==> config.mk <==
export PLATFORM = sky130hd
export DESIGN_NAME = strtc_top
export DESIGN_NICKNAME = d
export VERILOG_FILES = /design/src/core/strtc_pkg.sv /design/src/core/strtc_top.sv
export VERILOG_INCLUDE_DIRS = /design/src /design/src/core
export SDC_FILE = /design/constraint.sdc
export NUM_CORES = 1
export LEC_CHECK = 0
export BUFFER_PORTS_ARGS = -buffer_cell sky130_fd_sc_hd__buf_2
export CAP_MARGIN = 20
export CORE_MARGIN = 2
export CORE_UTILIZATION = 50
export DETAILED_ROUTE_END_ITERATION = 6
export PLACE_DENSITY = 0.7
export SLEW_MARGIN = 20
export SYNTH_ARGS = -nofsm -noshare
export SYNTH_HDL_FRONTEND = slang
export SYNTH_SLANG_ARGS = --single-unit
==> constraint.sdc <==
create_clock -name i_clk -period 3.07 [get_ports i_clk]
set_input_delay 0.307 -clock i_clk [delete_from_list [all_inputs] [get_ports i_clk]]
set_output_delay 0.307 -clock i_clk [all_outputs]
set_load 0.02 [all_outputs]
==> src/core/strtc_cfg.svh <==
`ifndef STRTC_CFG_SVH
`define STRTC_CFG_SVH

// ----------------------------------------------------------------------
// Register map (byte addresses)
// ----------------------------------------------------------------------
`define STRTC_ADDR_W          8
`define STRTC_OFS_SECONDS     8'h00
`define STRTC_OFS_PRESCALER   8'h04
`define STRTC_OFS_ALARM       8'h08
`define STRTC_OFS_CONTROL     8'h10
`define STRTC_OFS_STATUS      8'h14
`define STRTC_OFS_IER         8'h1C

// ----------------------------------------------------------------------
// Field positions
// ----------------------------------------------------------------------
`define STRTC_CR_SOFT_RESET   0
`define STRTC_CR_SUPER_ACCESS 1
`define STRTC_CR_OSC_ENABLE   8
`define STRTC_SR_INVALID      0
`define STRTC_SR_OVERFLOW     1
`define STRTC_SR_ALARM        2
`define STRTC_SR_COUNTER_EN   4
`define STRTC_IER_INVALID     0
`define STRTC_IER_OVERFLOW    1
`define STRTC_IER_ALARM       2
`define STRTC_IER_SECONDS     4
`define STRTC_IER_WAKE        7
`define STRTC_PRE_STEP_BIT    14

// ----------------------------------------------------------------------
// Values
// ----------------------------------------------------------------------
`define STRTC_IER_RESET       5'h07
`define STRTC_ZERO32          32'h0000_0000
`define STRTC_ONE32           32'h0000_0001
`define STRTC_SEC_MAX         32'hFFFF_FFFF
`define STRTC_ZERO16          16'h0000
`define STRTC_ONE16           16'h0001

`endif

==> src/core/strtc_pkg.sv <==
`include "strtc_cfg.svh"

package strtc_pkg;

  // ----------------------------------------------------------------------
  // Register bus request carried as one bundle
  // ----------------------------------------------------------------------
  typedef struct packed {
    logic [`STRTC_ADDR_W-1:0] addr;        // Byte address
    logic [31:0]              wdata;       // Write data
    logic                     wr;          // Write strobe
    logic                     rd;          // Read strobe
    logic                     supervisor;  // Access made in supervisor mode
  } strtc_bus_req_t;

  // Status register contents
  typedef struct packed {
    logic counter_enable;
    logic alarm_flag;
    logic overflow_flag;
    logic invalid_time_flag;
  } strtc_status_t;

  // Interrupt enable register contents
  typedef struct packed {
    logic wake_output_on;
    logic seconds_irq_enable;
    logic alarm_irq_enable;
    logic overflow_irq_enable;
    logic invalid_irq_enable;
  } strtc_ier_t;

endpackage : strtc_pkg

==> src/core/strtc_top.sv <==
`timescale 1ns/1ps
`include "strtc_cfg.svh"

// What this block does
// - Wake output bit drives enabled wake pin
// - Seconds enable gives edge interrupt each second
// - Alarm flag gated by alarm enable
// - Overflow flag gated by overflow enable
// - Invalid flag gated by invalid enable
// - Enable register upper bits read zero
// - Counter runs from crystal clock, only while oscillator enabled
// - Power-on and soft reset restore defaults
// - Oscillator starts disabled, software enables it
// - Soft reset bit resets rest, keeps itself
// - Protected writes need supervisor, else error
// - 32-bit seconds, 16-bit prescaler counters
// - Counter writes only while counter disabled
// - Seconds step on prescaler bit falling
// - Prescaler runs when enabled, valid, clocked
// - Seconds wrap sets overflow, stops prescaler
// - Overflow reads zero; seconds write clears
// - Invalid set by resets, cleared by write
// - Interrupt when flag and enable both set
// - Alarm sets on match at step; write clears
// - Disabled counter writable; enabled counter counts
module strtc_top (
  input  wire logic                    i_clk,
  input  wire logic                    i_reset_n,
  input  wire strtc_pkg::strtc_bus_req_t i_bus,
  input  wire logic                    i_osc_clk,
  input  wire logic                    i_wake_pin_enable,
  output logic [31:0]                  o_rdata,
  output logic                         o_bus_error,
  output logic                         o_irq,
  output logic                         o_seconds_irq,
  output logic                         o_wake_pin,
  output logic                         o_osc_enable
);

  // ----------------------------------------------------------------------
  // Address decode helper
  // ----------------------------------------------------------------------
  // True when the bus address selects the given register
  function automatic logic strtc_hit(input logic [`STRTC_ADDR_W-1:0] addr,
                                     input logic [`STRTC_ADDR_W-1:0] ofs);
    strtc_hit = (addr == ofs);
  endfunction : strtc_hit

  // ----------------------------------------------------------------------
  // State
  // ----------------------------------------------------------------------
  logic                    soft_reset_q;     // Soft reset bit, cleared by POR or control write
  logic                    soft_reset_d;
  logic                    super_access_q;   // One lets any mode write
  logic                    super_access_d;
  logic                    osc_enable_q;     // Crystal oscillator enable
  logic                    osc_enable_d;
  strtc_pkg::strtc_status_t status_q;        // Flags and counter enable
  strtc_pkg::strtc_status_t status_d;
  strtc_pkg::strtc_ier_t   ier_q;            // Interrupt enables
  strtc_pkg::strtc_ier_t   ier_d;
  logic [31:0]             seconds_count_q;  // Seconds counter
  logic [31:0]             seconds_count_d;
  logic [15:0]             prescaler_count_q;// Prescaler counter
  logic [15:0]             prescaler_count_d;
  logic [31:0]             alarm_value_q;    // Alarm compare value
  logic [31:0]             alarm_value_d;
  logic                    osc_prev_q;       // Last sample of crystal clock
  logic [31:0]             rdata_q;          // Read data register
  logic [31:0]             rdata_d;
  logic                    bus_error_q;      // Bus error pulse
  logic                    bus_error_d;
  logic                    irq_q;            // Main interrupt request
  logic                    irq_d;
  logic                    seconds_irq_q;    // Seconds interrupt pulse
  logic                    seconds_irq_d;
  logic                    wake_pin_q;       // Wake pin drive
  logic                    wake_pin_d;

  // ----------------------------------------------------------------------
  // Counting terms
  // ----------------------------------------------------------------------
  logic                    wr_ok;            // Write allowed by privilege
  logic                    osc_edge;         // Rising edge of crystal clock
  logic                    counter_run;      // Prescaler may advance
  logic                    pre_tick;         // Prescaler advances this cycle
  logic [15:0]             pre_inc;          // Prescaler plus one
  logic                    sec_step;         // Seconds advance this cycle
  logic                    time_hidden;      // Counters read as zero
  logic [2:0]              irq_src;          // Per-source request terms
  logic [2:0]              flag_vec;         // Flags feeding request
  logic [2:0]              en_vec;           // Enables feeding request

  // Privilege check on writes
  assign wr_ok       = i_bus.wr & (super_access_q | i_bus.supervisor);
  // Crystal clock present only when the oscillator is on
  assign osc_edge    = osc_enable_q & i_osc_clk & ~osc_prev_q;
  assign counter_run = status_q.counter_enable & ~status_q.invalid_time_flag
                       & ~status_q.overflow_flag;
  assign pre_tick    = counter_run & osc_edge;
  assign pre_inc     = prescaler_count_q + `STRTC_ONE16;
  // Seconds advance when prescaler bit falls from one to zero
  assign sec_step    = pre_tick & prescaler_count_q[`STRTC_PRE_STEP_BIT]
                       & ~pre_inc[`STRTC_PRE_STEP_BIT];
  assign time_hidden = status_q.invalid_time_flag | status_q.overflow_flag;

  // ----------------------------------------------------------------------
  // Next-state logic
  // ----------------------------------------------------------------------
  // Prescaler advance, bus writes, seconds step, soft reset, control write, in rising priority
  always_comb begin
    soft_reset_d      = soft_reset_q;
    super_access_d    = super_access_q;
    osc_enable_d      = osc_enable_q;
    status_d          = status_q;
    ier_d             = ier_q;
    seconds_count_d   = seconds_count_q;
    prescaler_count_d = prescaler_count_q;
    alarm_value_d     = alarm_value_q;
    // Prescaler advance
    if (pre_tick) begin
      prescaler_count_d = pre_inc;
    end
    // Counter writes only while counter disabled
    if (wr_ok && !status_q.counter_enable) begin
      if (strtc_hit(i_bus.addr, `STRTC_OFS_PRESCALER)) begin
        prescaler_count_d = i_bus.wdata[15:0];
      end
      if (strtc_hit(i_bus.addr, `STRTC_OFS_SECONDS)) begin
        seconds_count_d            = i_bus.wdata;
        status_d.overflow_flag     = 1'b0;
        status_d.invalid_time_flag = 1'b0;
      end
    end
    // Alarm write clears the flag
    if (wr_ok && strtc_hit(i_bus.addr, `STRTC_OFS_ALARM)) begin
      alarm_value_d       = i_bus.wdata;
      status_d.alarm_flag = 1'b0;
    end
    // Only the counter enable is writable in the status register
    if (wr_ok && strtc_hit(i_bus.addr, `STRTC_OFS_STATUS)) begin
      status_d.counter_enable = i_bus.wdata[`STRTC_SR_COUNTER_EN];
    end
    // Interrupt enable write
    if (wr_ok && strtc_hit(i_bus.addr, `STRTC_OFS_IER)) begin
      ier_d.wake_output_on      = i_bus.wdata[`STRTC_IER_WAKE];
      ier_d.seconds_irq_enable  = i_bus.wdata[`STRTC_IER_SECONDS];
      ier_d.alarm_irq_enable    = i_bus.wdata[`STRTC_IER_ALARM];
      ier_d.overflow_irq_enable = i_bus.wdata[`STRTC_IER_OVERFLOW];
      ier_d.invalid_irq_enable  = i_bus.wdata[`STRTC_IER_INVALID];
    end
    // Seconds step; alarm set wins over a same-cycle clear
    if (sec_step) begin
      if (alarm_value_q == seconds_count_q) begin
        status_d.alarm_flag = 1'b1;
      end
      if (seconds_count_q == `STRTC_SEC_MAX) begin
        seconds_count_d        = `STRTC_ZERO32;
        status_d.overflow_flag = 1'b1;
      end else begin
        seconds_count_d = seconds_count_q + `STRTC_ONE32;
      end
    end
    // Soft reset holds everything but itself at defaults
    if (soft_reset_q) begin
      super_access_d             = 1'b0;
      osc_enable_d               = 1'b0;
      status_d                   = '0;
      status_d.invalid_time_flag = 1'b1;
      ier_d                      = `STRTC_IER_RESET;
      seconds_count_d            = `STRTC_ZERO32;
      prescaler_count_d          = `STRTC_ZERO16;
      alarm_value_d              = `STRTC_ZERO32;
    end
    // Control write, also allowed while in soft reset so it can be left
    if (wr_ok && strtc_hit(i_bus.addr, `STRTC_OFS_CONTROL)) begin
      soft_reset_d   = i_bus.wdata[`STRTC_CR_SOFT_RESET];
      super_access_d = i_bus.wdata[`STRTC_CR_SUPER_ACCESS];
      osc_enable_d   = i_bus.wdata[`STRTC_CR_OSC_ENABLE];
    end
  end

  // Registers of the counter and control state
  always_ff @(posedge i_clk or negedge i_reset_n) begin
    if (!i_reset_n) begin
      soft_reset_q               <= 1'b0;
      super_access_q             <= 1'b0;
      osc_enable_q               <= 1'b0;
      status_q                   <= '0;
      status_q.invalid_time_flag <= 1'b1;
      ier_q                      <= `STRTC_IER_RESET;
      seconds_count_q            <= `STRTC_ZERO32;
      prescaler_count_q          <= `STRTC_ZERO16;
      alarm_value_q              <= `STRTC_ZERO32;
      osc_prev_q                 <= 1'b0;
    end else begin
      soft_reset_q      <= soft_reset_d;
      super_access_q    <= super_access_d;
      osc_enable_q      <= osc_enable_d;
      status_q          <= status_d;
      ier_q             <= ier_d;
      seconds_count_q   <= seconds_count_d;
      prescaler_count_q <= prescaler_count_d;
      alarm_value_q     <= alarm_value_d;
      osc_prev_q        <= i_osc_clk;
    end
  end

  // ----------------------------------------------------------------------
  // Interrupt sources
  // ----------------------------------------------------------------------
  assign flag_vec = {status_d.alarm_flag, status_d.overflow_flag,
                     status_d.invalid_time_flag};
  assign en_vec   = {ier_d.alarm_irq_enable, ier_d.overflow_irq_enable,
                     ier_d.invalid_irq_enable};

  // One gated term per flag
  genvar gi;
  generate
    for (gi = 0; gi < 3; gi++) begin : g_irq_src
      assign irq_src[gi] = flag_vec[gi] & en_vec[gi];
    end
  endgenerate

  // ----------------------------------------------------------------------
  // Output and read-back logic
  // ----------------------------------------------------------------------
  // Next values of the registered outputs
  always_comb begin
    irq_d         = |irq_src;
    seconds_irq_d = sec_step & ier_q.seconds_irq_enable & ~soft_reset_q;
    wake_pin_d    = ier_q.wake_output_on & i_wake_pin_enable;
    bus_error_d   = i_bus.wr & ~wr_ok;
    rdata_d       = `STRTC_ZERO32;
    // Reads are open to every mode
    if (i_bus.rd) begin
      case (i_bus.addr)
        `STRTC_OFS_SECONDS: begin
          rdata_d = time_hidden ? `STRTC_ZERO32 : seconds_count_q;
        end
        `STRTC_OFS_PRESCALER: begin
          rdata_d[15:0] = time_hidden ? `STRTC_ZERO16 : prescaler_count_q;
        end
        `STRTC_OFS_ALARM: begin
          rdata_d = alarm_value_q;
        end
        `STRTC_OFS_CONTROL: begin
          rdata_d[`STRTC_CR_SOFT_RESET]   = soft_reset_q;
          rdata_d[`STRTC_CR_SUPER_ACCESS] = super_access_q;
          rdata_d[`STRTC_CR_OSC_ENABLE]   = osc_enable_q;
        end
        `STRTC_OFS_STATUS: begin
          rdata_d[`STRTC_SR_INVALID]    = status_q.invalid_time_flag;
          rdata_d[`STRTC_SR_OVERFLOW]   = status_q.overflow_flag;
          rdata_d[`STRTC_SR_ALARM]      = status_q.alarm_flag;
          rdata_d[`STRTC_SR_COUNTER_EN] = status_q.counter_enable;
        end
        `STRTC_OFS_IER: begin
          // Upper bits stay zero
          rdata_d[`STRTC_IER_WAKE]     = ier_q.wake_output_on;
          rdata_d[`STRTC_IER_SECONDS]  = ier_q.seconds_irq_enable;
          rdata_d[`STRTC_IER_ALARM]    = ier_q.alarm_irq_enable;
          rdata_d[`STRTC_IER_OVERFLOW] = ier_q.overflow_irq_enable;
          rdata_d[`STRTC_IER_INVALID]  = ier_q.invalid_irq_enable;
        end
        default: begin
          // Unmapped addresses read zero
          rdata_d = `STRTC_ZERO32;
        end
      endcase
    end
  end

  // Output registers
  always_ff @(posedge i_clk or negedge i_reset_n) begin
    if (!i_reset_n) begin
      irq_q         <= 1'b1;
      seconds_irq_q <= 1'b0;
      wake_pin_q    <= 1'b0;
      bus_error_q   <= 1'b0;
      rdata_q       <= `STRTC_ZERO32;
    end else begin
      irq_q         <= irq_d;
      seconds_irq_q <= seconds_irq_d;
      wake_pin_q    <= wake_pin_d;
      bus_error_q   <= bus_error_d;
      rdata_q       <= rdata_d;
    end
  end

  assign o_rdata       = rdata_q;
  assign o_bus_error   = bus_error_q;
  assign o_irq         = irq_q;
  assign o_seconds_irq = seconds_irq_q;
  assign o_wake_pin    = wake_pin_q;
  assign o_osc_enable  = osc_enable_q;
endmodule : strtc_top

==> results of run 1 <==
[final cells by class]
type	count	share of cell area (%)
multi-input combinational	535	41.9
sequential	129	39.7
timing repair buffer	120	8.69
clock buffer	19	5.44
tap	176	2.70
clock inverter	13	1.41
inverter	4	0.184
[power by group through the flow]
stage / Clock [mW] / Sequential, mW / Combinational (mW)
after floorplan: 0 / 2.17 / 0.712
after CTS: 1.93 / 2.29 / 1.00
after global routing: 2.00 / 2.34 / 1.10
after detailed placement: 0 / 2.31 / 0.989
after global placement: 0 / 2.30 / 0.972
final: 1.90 / 2.30 / 1.01
[flip-flops by register name, indices dropped and copies added, names as in the netlist]
register           count
o_wake_pin             1
soft_reset_q           1
o_bus_error            1
status_q               4
seconds_count_q       32
prescaler_count_q     16
ier_q                  5
o_irq                  1
o_osc_enable           1
alarm_value_q         32
super_access_q         1
o_seconds_irq          1
osc_prev_q             1
o_rdata               32
[stage by stage]
stage | hold slack, ns | setup slack (ns) | utilization, %
detailed placement | 0.433 | 0.106 | 56.6
finish | 0.0624 | 0.165 | 61.0
floorplan | 0.0114 | 0.725 | -
CTS | 0.0522 | 0.105 | 60.9
global placement | 0.424 | 0.224 | 56.6
global route | 0.0562 | 0.0555 | 61.0
[critical path, cell delays in order, from the launching register on]
cell and delay, ns:
sky130_fd_sc_hd__dfrtp_1 0.42, sky130_fd_sc_hd__ha_1 0.24, sky130_fd_sc_hd__nand4bb_1 0.30, sky130_fd_sc_hd__nor3_1 0.18, sky130_fd_sc_hd__a21oi_2 0.54, sky130_fd_sc_hd__nor2b_1 0.80
sky130_fd_sc_hd__nand2_1 0.16, sky130_fd_sc_hd__o211ai_1 0.16
[per-layer routing]
metal / share of wire, % / GRT usage (%)
met3: 8.7 / 7.89
met5: 0 / 0
met2: 47 / 47.9
met1: 41 / 41.9
met4: 3.0 / 11.4
[cells in the mapped netlist (2+ instances only)]
cell / instances
sky130_fd_sc_hd__xnor2_1: 40
sky130_fd_sc_hd__o311ai_4: 2
sky130_fd_sc_hd__clkbuf_1: 30
sky130_fd_sc_hd__nand4_2: 2
sky130_fd_sc_hd__ha_1: 2
sky130_fd_sc_hd__nor4_2: 2
sky130_fd_sc_hd__nand2_1: 54
sky130_fd_sc_hd__a22o_1: 34
sky130_fd_sc_hd__a31oi_1: 5
sky130_fd_sc_hd__nor3_1: 23
sky130_fd_sc_hd__and3_1: 7
sky130_fd_sc_hd__nor2_1: 64
sky130_fd_sc_hd__and4_1: 10
sky130_fd_sc_hd__a21oi_1: 32
sky130_fd_sc_hd__and2_1: 2
sky130_fd_sc_hd__dfstp_2: 5
sky130_fd_sc_hd__buf_1: 2
sky130_fd_sc_hd__nand4_1: 21
sky130_fd_sc_hd__a211oi_1: 14
sky130_fd_sc_hd__a222oi_1: 16
sky130_fd_sc_hd__nor2_2: 3
sky130_fd_sc_hd__nor2b_1: 22
sky130_fd_sc_hd__nand2b_1: 6
sky130_fd_sc_hd__nor3b_1: 3
sky130_fd_sc_hd__or3_1: 4
sky130_fd_sc_hd__buf_6: 3
sky130_fd_sc_hd__nor4_1: 13
sky130_fd_sc_hd__a22oi_1: 20
sky130_fd_sc_hd__xor2_1: 9
sky130_fd_sc_hd__nand3b_1: 2
sky130_fd_sc_hd__o311ai_1: 5
sky130_fd_sc_hd__o21ai_0: 9
sky130_fd_sc_hd__inv_1: 4
sky130_fd_sc_hd__o21ai_1: 44
sky130_fd_sc_hd__o211ai_1: 2
sky130_fd_sc_hd__nand3_1: 29
sky130_fd_sc_hd__dfrtp_1: 124
sky130_fd_sc_hd__nor4b_1: 2
sky130_fd_sc_hd__a21o_1: 3
sky130_fd_sc_hd__buf_4: 3
sky130_fd_sc_hd__buf_2: 15
sky130_fd_sc_hd__a21boi_0: 6
sky130_fd_sc_hd__a41oi_1: 3
[cell families after synthesis]
| kind of cell | after synthesis | share of synthesized area [%] |
|---|---|---|
| flip-flops | 129 | 46.9 |
| buffers and inverters | 57 | 3.86 |
| XOR/XNOR | 49 | 6.22 |
| AND/OR/NAND/NOR | 278 | 21.2 |
| multiplexers | 2 | 0.308 |
| AO/OA/AOI/OAI | 204 | 21.1 |
| adder cells (fa/ha/maj) | 2 | 0.363 |
[cell usage in the layout (no fill, tap or decap), drive strengths merged, types with 3 or more instances in the layout]
| master | count |
|---|---|
| nand3 | 29 |
| a222oi | 16 |
| inv | 4 |
| a21o | 3 |
| dfstp | 5 |
| and4 | 10 |
| a21boi | 7 |
| clkinvlp | 7 |
| nor3b | 3 |
| a41oi | 3 |
| dfrtp | 124 |
| buf | 118 |
| clkbuf | 19 |
| xnor2 | 40 |
| and3 | 7 |
| nor4 | 15 |
| a31oi | 5 |
| nor3 | 23 |
| nand2 | 54 |
| o21ai | 55 |
| a211oi | 14 |
| a21oi | 33 |
| nor2 | 67 |
| or3 | 5 |
| a22oi | 20 |
| nand4 | 23 |
| a22o | 34 |
| nor2b | 22 |
| clkinv | 5 |
| o311ai | 7 |
| and2 | 3 |
| xor2 | 9 |
| nand2b | 6 |
[worst paths after layout]
path	endpoint	depth (start not counted)
max	seconds_count_q[30]	7
min	o_bus_error	2
max reg2reg	seconds_count_q[30]	7
min reg2reg	o_bus_error	1
max in group asynchronous	ier_q[0]	3
min in group asynchronous	o_rdata[12]	2
[timing repair]
| item | CTS | global route |
|---|---|---|
| hold buffers | 2 | 0 |
| endpoints found under the hold margin | 53 | 0 |
| setup endpoints to repair | 0 | 0 |
==> results.txt, run 1 <==
- The run finished, with violations left.
- Violations in the final reports: design-rule violations
- EDFF count, synth: 0
- CTS built an H-tree with a depth of 4.
- Total net switching power: 1.70 mW
* Post-DP Area: 0.00755 mm2
* Antenna cell count: 0
- For the final routed database, the setup TNS stands at 0 ns.
- Global routing used 30.9% of the available tracks.
- Register cell area after layout: 0.00323 mm2
- Total of cells resized after clock tree synthesis: 0
* Nature of the critical path endpoint: flip-flop
- For the finished layout, the period the worst path requires is 2.91 ns.
* Number of antenna violations at the first check in global routing: 0
* Total power of the final layout: approximately 5.2 mW
- Area occupied by multi-input gates: 0.00341 mm2
- Post-route non-filler standard cell count: ~1000
* RSZ-0062 raised after global routing: false
- Synth area leaders: sky130_fd_sc_hd__dfrtp_1 (45%), sky130_fd_sc_hd__xnor2_1 (5.1%), sky130_fd_sc_hd__a22o_1 (4.3%), sky130_fd_sc_hd__nor2_1 (3.5%), sky130_fd_sc_hd__o21ai_1 (3.2%)
* Clock Root Buffer: sky130_fd_sc_hd__clkbuf_16
* HPWL Detailed: 14800 um
* Fraction of power consumed by combinational cells: 19.4%
- Slew HR: 39.1%
- Number of synthesized register bits: around 130
- Area of the mapped netlist: 0.00690 mm2
* Y dimension of the die: between 100 and 150 um
* Largest net degree at the start of global routing: 58
- The path class of the tightest hold or removal check is in -> reg.
- Area overhead of the layout relative to synthesis: 18.1%
* Arrival time at the worst endpoint: 3.23 ns
- The Yosys step of the flow raised 0 warnings.
* Clock Latency Late Sink: 0.42 ns
- Ratio of cells with drive above 1 in the final layout: 21.2%
- Reg2Reg Setup Slack: 0.16 ns
* Starting density of the core: 51.7%
* Transition time at the pin with the least slew margin: 0.912 ns
- Net switching is 32.6% of the power.
- The final number of max-transition violations was 0.
* Syn avg cell area: around 9.6 um2
* Detailed-route wire length: around 22000 um
- Wire length of the first global-routing pass: 34600 um
- Total leakage power: approximately 3.4 nW
- Cell type with the highest aggregate area in the netlist: sky130_fd_sc_hd__dfrtp_1
* Max VDD drop: 477 uV
* Floorplan die area: between 0.01 and 0.015 mm2
- The setup path with the least slack is of type reg -> reg.
- Clock tree from TritonCTS: built
- Clk pin slew, worst setup/hold paths: 0.06 ns
- Gate count after technology mapping: 721
* Timing startpoint of the critical path: prescaler_count_q[0]
* Sequential power share: 44.1%
* Post-synth top flop: sky130_fd_sc_hd__dfrtp_1
- Routability congestion estimate: 0.951
* Required arrival time at the worst endpoint: approximately 3.4 ns
* Max frequency: between 300 and 400 MHz
* Share of the synthesized area in the top cell type: 45.0%
- Number of violations reported at the end of detailed-routing iteration 0: 724
- Sequential fraction of the synthesis area: 46.9%
- Max Clock Skew: roughly 0.007 ns
- After detailed routing, the number of remaining DRC violations is 3.
- Clock tree synthesis inserted a total of 17 buffers.
- The final critical path takes up between 90% and 100% of the cycle.
- The number of global-route vias before repair is 6235.
- Final setup viols: 0
- Number of filler instances in the final layout: 1198
* Maximum capacitance violations: 0
- Reg2Reg Launch Point: prescaler_count_q[0]
- Internal power component: 3.52 mW
- FP Rows: 42
- Synthesis instantiated 63 different standard cells from the library.
- In this run the worst path has a maximum fanout of 10.
- Net count after synthesis: between 700 and 800
- The number of placed instances, taps included, is 961.
- For this run, asynchronously set or reset flops after synthesis account for 100%.
* Via density per instance: between 6 and 7
- Per report_power, the clock group accounts for 36.5% of the total.
- Post-CTS setup-driven buffer insertion count: 0
- Detailed-route via count: 6357
* Floorplan core area: 0.0133 mm2
- First-pass detailed-route iteration total: 7
- Worst hold path startpoint: i_bus[0]
* Total gr overflow: 0
- Startpoint types: flip-flop
* Power density over the cells: roughly 640 mW/mm2
* Number of clock sinks seen by CTS: 129
- 84 I/O pins were placed.
* Count of buffers inserted at the top-level ports: 83
- Number of hold-slack violations in the final timing report: 0
* Layout net count: 856
* Chip width: 121 um
- The finished cells cover ~0.008 mm2.
- The detail route stage leaves a number of antenna-violating nets equal to 0.
* Max clock buf depth: 2
- Post-DR wirelength/cell: roughly 22 um
No activity file was read; power rests on OpenSTA's default activity.
==> run 2: changes to the inputs <==
- CORE_UTILIZATION: 50 -> 55
- PLACE_DENSITY: 0.7 -> 0.76
==> run 2 against run 1 <==
Against the previous run:
- the run now ends clean
- clock skew barely moved
- register-to-register slack better by 0.32 ns
- total power grew 1.1%
- flip-flop and latch count stayed put
- non-clock buffer count decreased by 11
- sequential power is 5% higher
- combinational power decreased by 19%
- worst setup slack gained 0.32 ns
==> results.txt, run 2 (synthesized netlist as in run 1, its figures left out) <==
- RSZ-0062 raised after global routing: false
- Clk pin slew, worst setup/hold paths: 0.06 ns (about the same)
* Startpoint types: flip-flop
- Antenna cell count: 0 (unchanged)
* Detailed-route via count: 6379 (+0.35%)
* Total net switching power: 1.67 mW (-1.4%)
* Internal power component: 3.60 mW (+2.3%)
* Floorplan core area: 0.0121 mm2 (-9.3%)
* Share of total power in the clock network: 38.4% (+1.9 points)
- Clock tree from TritonCTS: built
- The cell area after placement was 0.00748 mm2 (-0.96%).
* Max H-tree Level: 4 (unchanged)
- The global-route wire length before repair is 34300 um (-0.84%).
* Final setup viols: 0 (unchanged)
- Cell chain of the critical path: ha_1 > nand4_2 > or4_4 > o311ai_4 > o21ai_1 > a22o_1
* Post-CTS setup-driven buffer insertion count: 0 (unchanged)
- The library cell used most frequently in the layout, excluding fill and tap cells, is sky130_fd_sc_hd__dfrtp_1.
- The largest net degree at the start of global routing came to 48 (-17%).
- The data arrival time at the worst-slack endpoint is 2.90 ns (-0.33 ns).
* HPWL Detailed: 14800 um (-0.38%)
- The initial cell density of the core was 56.9% (+5.3 points).
- The critical path buffer and inverter count came to 0 (unchanged).
- The flip-flop and latch area was 0.00323 mm2 (unchanged).
- Minimum clock period after layout: 2.59 ns (-0.317 ns)
- The layout filler cell count was 1010 (-16%).
- The sum of negative setup slack came to 0 ns (unchanged).
- Hold_buf cts: 2 (unchanged)
- The number of global-route vias before repair is 6159 (-1.2%).
- Count of pins on the block boundary: 84 (unchanged)
* Area overhead of the layout relative to synthesis: 17.4%
- Floorplan die area: 0.0135 mm2 (-8.8%)
- Count of buffers inserted at the top-level ports: 83 (unchanged)
* Nature of the critical path endpoint: flip-flop
* Result of the run: finished, final reports clean
- The total wire length came to 21300 um (-1.5%).
- The total congestion overflow after global routing is 0 (unchanged).
- Max Clock Skew: 0.00753 ns (+0.000410 ns)
- Worst Path Max Fanout: 10 (unchanged)
- Type of the tightest min-delay check: in -> reg
* Sequential power share: 45.9% (+1.8 points)
* Final cycle utilization of the critical path: 84.3% (-10 points)
* Layout net count: 845 (-1.3%)
* Total of cells resized after clock tree synthesis: 0 (unchanged)
* First-pass detailed-route iteration total: 7 (unchanged)
* Clock buffer count from CTS: 17 (unchanged)
* Max frequency: 386 MHz (+12%)
* Count of unresolved DRC violations after routing: 0 (-3)
- The global-route usage over all layers came to 33.7% (+2.9 points).
- The worst setup path is of the reg -> reg kind.
* Slew HR: 45.1% (+6.1 points)
- The height of the die was 116 um (-4.5%).
- Worst path max stage delay: 0.66 ns (-0.14 ns)
- The number of violations reported at the end of detailed-routing iteration 0 was 849 (+17%).
- The switching part of the total power is 31.8% (-0.79 points).
- Number of hold-slack violations in the final timing report: 0 (unchanged)
* Total power of the final layout: 5.27 mW (+1.1%)
* Residual antenna-violating net count after detailed routing: 0 (unchanged)
- Critical-path cell with the highest stage delay: sky130_fd_sc_hd__or4_4
- Maximum capacitance violations: 0 (unchanged)
* Fraction of power consumed by combinational cells: 15.6% (-3.8 points)
* Power density over the cells: 651 mW/mm2 (+1.8%)
- Number of antenna violations at the first check in global routing: 0 (unchanged)
- Area occupied by multi-input gates: 0.00341 mm2 (unchanged)
- The detail-routed net length per standard cell came to 21.8 um (+0.38%).
- Max VDD drop: 386 uV (-19%)
* Clock Root Buffer: sky130_fd_sc_hd__clkbuf_16
- Worst path top cell family by delay: compound AO/OA/AOI/OAI gates
- The fraction of the core area covered by cells at the end of the flow was 66.8% (+5.8 points).
- The fraction of final layout cells with drive strength greater than 1 came to 20.0% (-1.2 points).
- The transition at the pin with the smallest max-transition slack was 0.823 ns (-0.0889 ns).
* Required arrival time at the worst endpoint: 3.38 ns (-0.02 ns)
- Commonest cells after routing, fill and taps aside: sky130_fd_sc_hd__dfrtp_1 (124), sky130_fd_sc_hd__buf_2 (82), sky130_fd_sc_hd__nor2_1 (62)
- Clock Latency Late Sink: 0.43 ns (about the same)
- The number of core rows was 40 (-4.8%).
- The final number of max-transition violations was 0 (unchanged).
* Post-route standard cell area excluding fillers: 0.00810 mm2 (-0.64%)
- The total number of clock tree sinks is 129 (unchanged).
- Routability congestion estimate: 0.921 (-3.2%)
- Total leakage power: 3.37 nW (-0.77%)
* Chip width: 116 um (-4.5%)
* Max clock buf depth: 2 (unchanged)
- Via density per instance: 6.53 (+2.3%)
-- run 2: cell type report --
cell class                 count  share of cell area (%)
timing repair buffer         109                    7.79
clock buffer                  23                    6.03
inverter                       4                   0.185
clock inverter                 9                    1.30
sequential                   129                    40.0
multi-input combinational    535                    42.1
tap                          168                    2.60
-- run 2: path summary, 6_finish.rpt --
check / end / startpoint / depth (start not counted) / slack, ns
min in group asynchronous: o_rdata[2] / i_reset_n / 2 / 0.42
min: o_bus_error / i_bus[0] / 2 / 0.05
max in group asynchronous: alarm_value_q[21] / i_reset_n / 3 / 1.92
min reg2reg: o_bus_error / super_access_q / 1 / 0.51
max reg2reg: seconds_count_q[18] / seconds_count_q[0] / 6 / 0.48
max: seconds_count_q[18] / seconds_count_q[0] / 6 / 0.48
-- run 2: worst reg2reg max path, delay by kind of cell (launching register included) --
kind / cells / cell delay, ns
flops: 1 / 0.46
compound gates: 3 / 0.92
simple gates: 2 / 0.81
fa+ha+maj: 1 / 0.29
-- run 2: power by group through the flow --
stage,Sequential (mW),Clock (mW),Combinational (mW)
6_report,2.42,2.03,0.823
5_1_grt,2.46,2.12,0.894
4_1_cts,2.40,2.04,0.811
3_5_place_dp,2.43,0,0.799
3_3_place_gp,2.40,0,0.780
2_1_floorplan,2.17,0,0.712
-- run 2: per-stage QoR --
stage,setup WS (ns),hold WS (ns),instances
after global routing,0.289,0.0631,977
after CTS,0.504,0.0389,977
after global placement,0.622,0.322,943
final,0.482,0.0531,977
after floorplan,0.725,0.0114,721
after detailed placement,0.524,0.325,943
-- run 2: metal layers --
metal	track usage [%]	vias to the layer above	routed length, um
li1	-	2828	-
met1	47.7	3108	8760
met2	52.7	394	9900
met3	6.75	49	2110
met4	10.8	0	490
met5	0	-	0
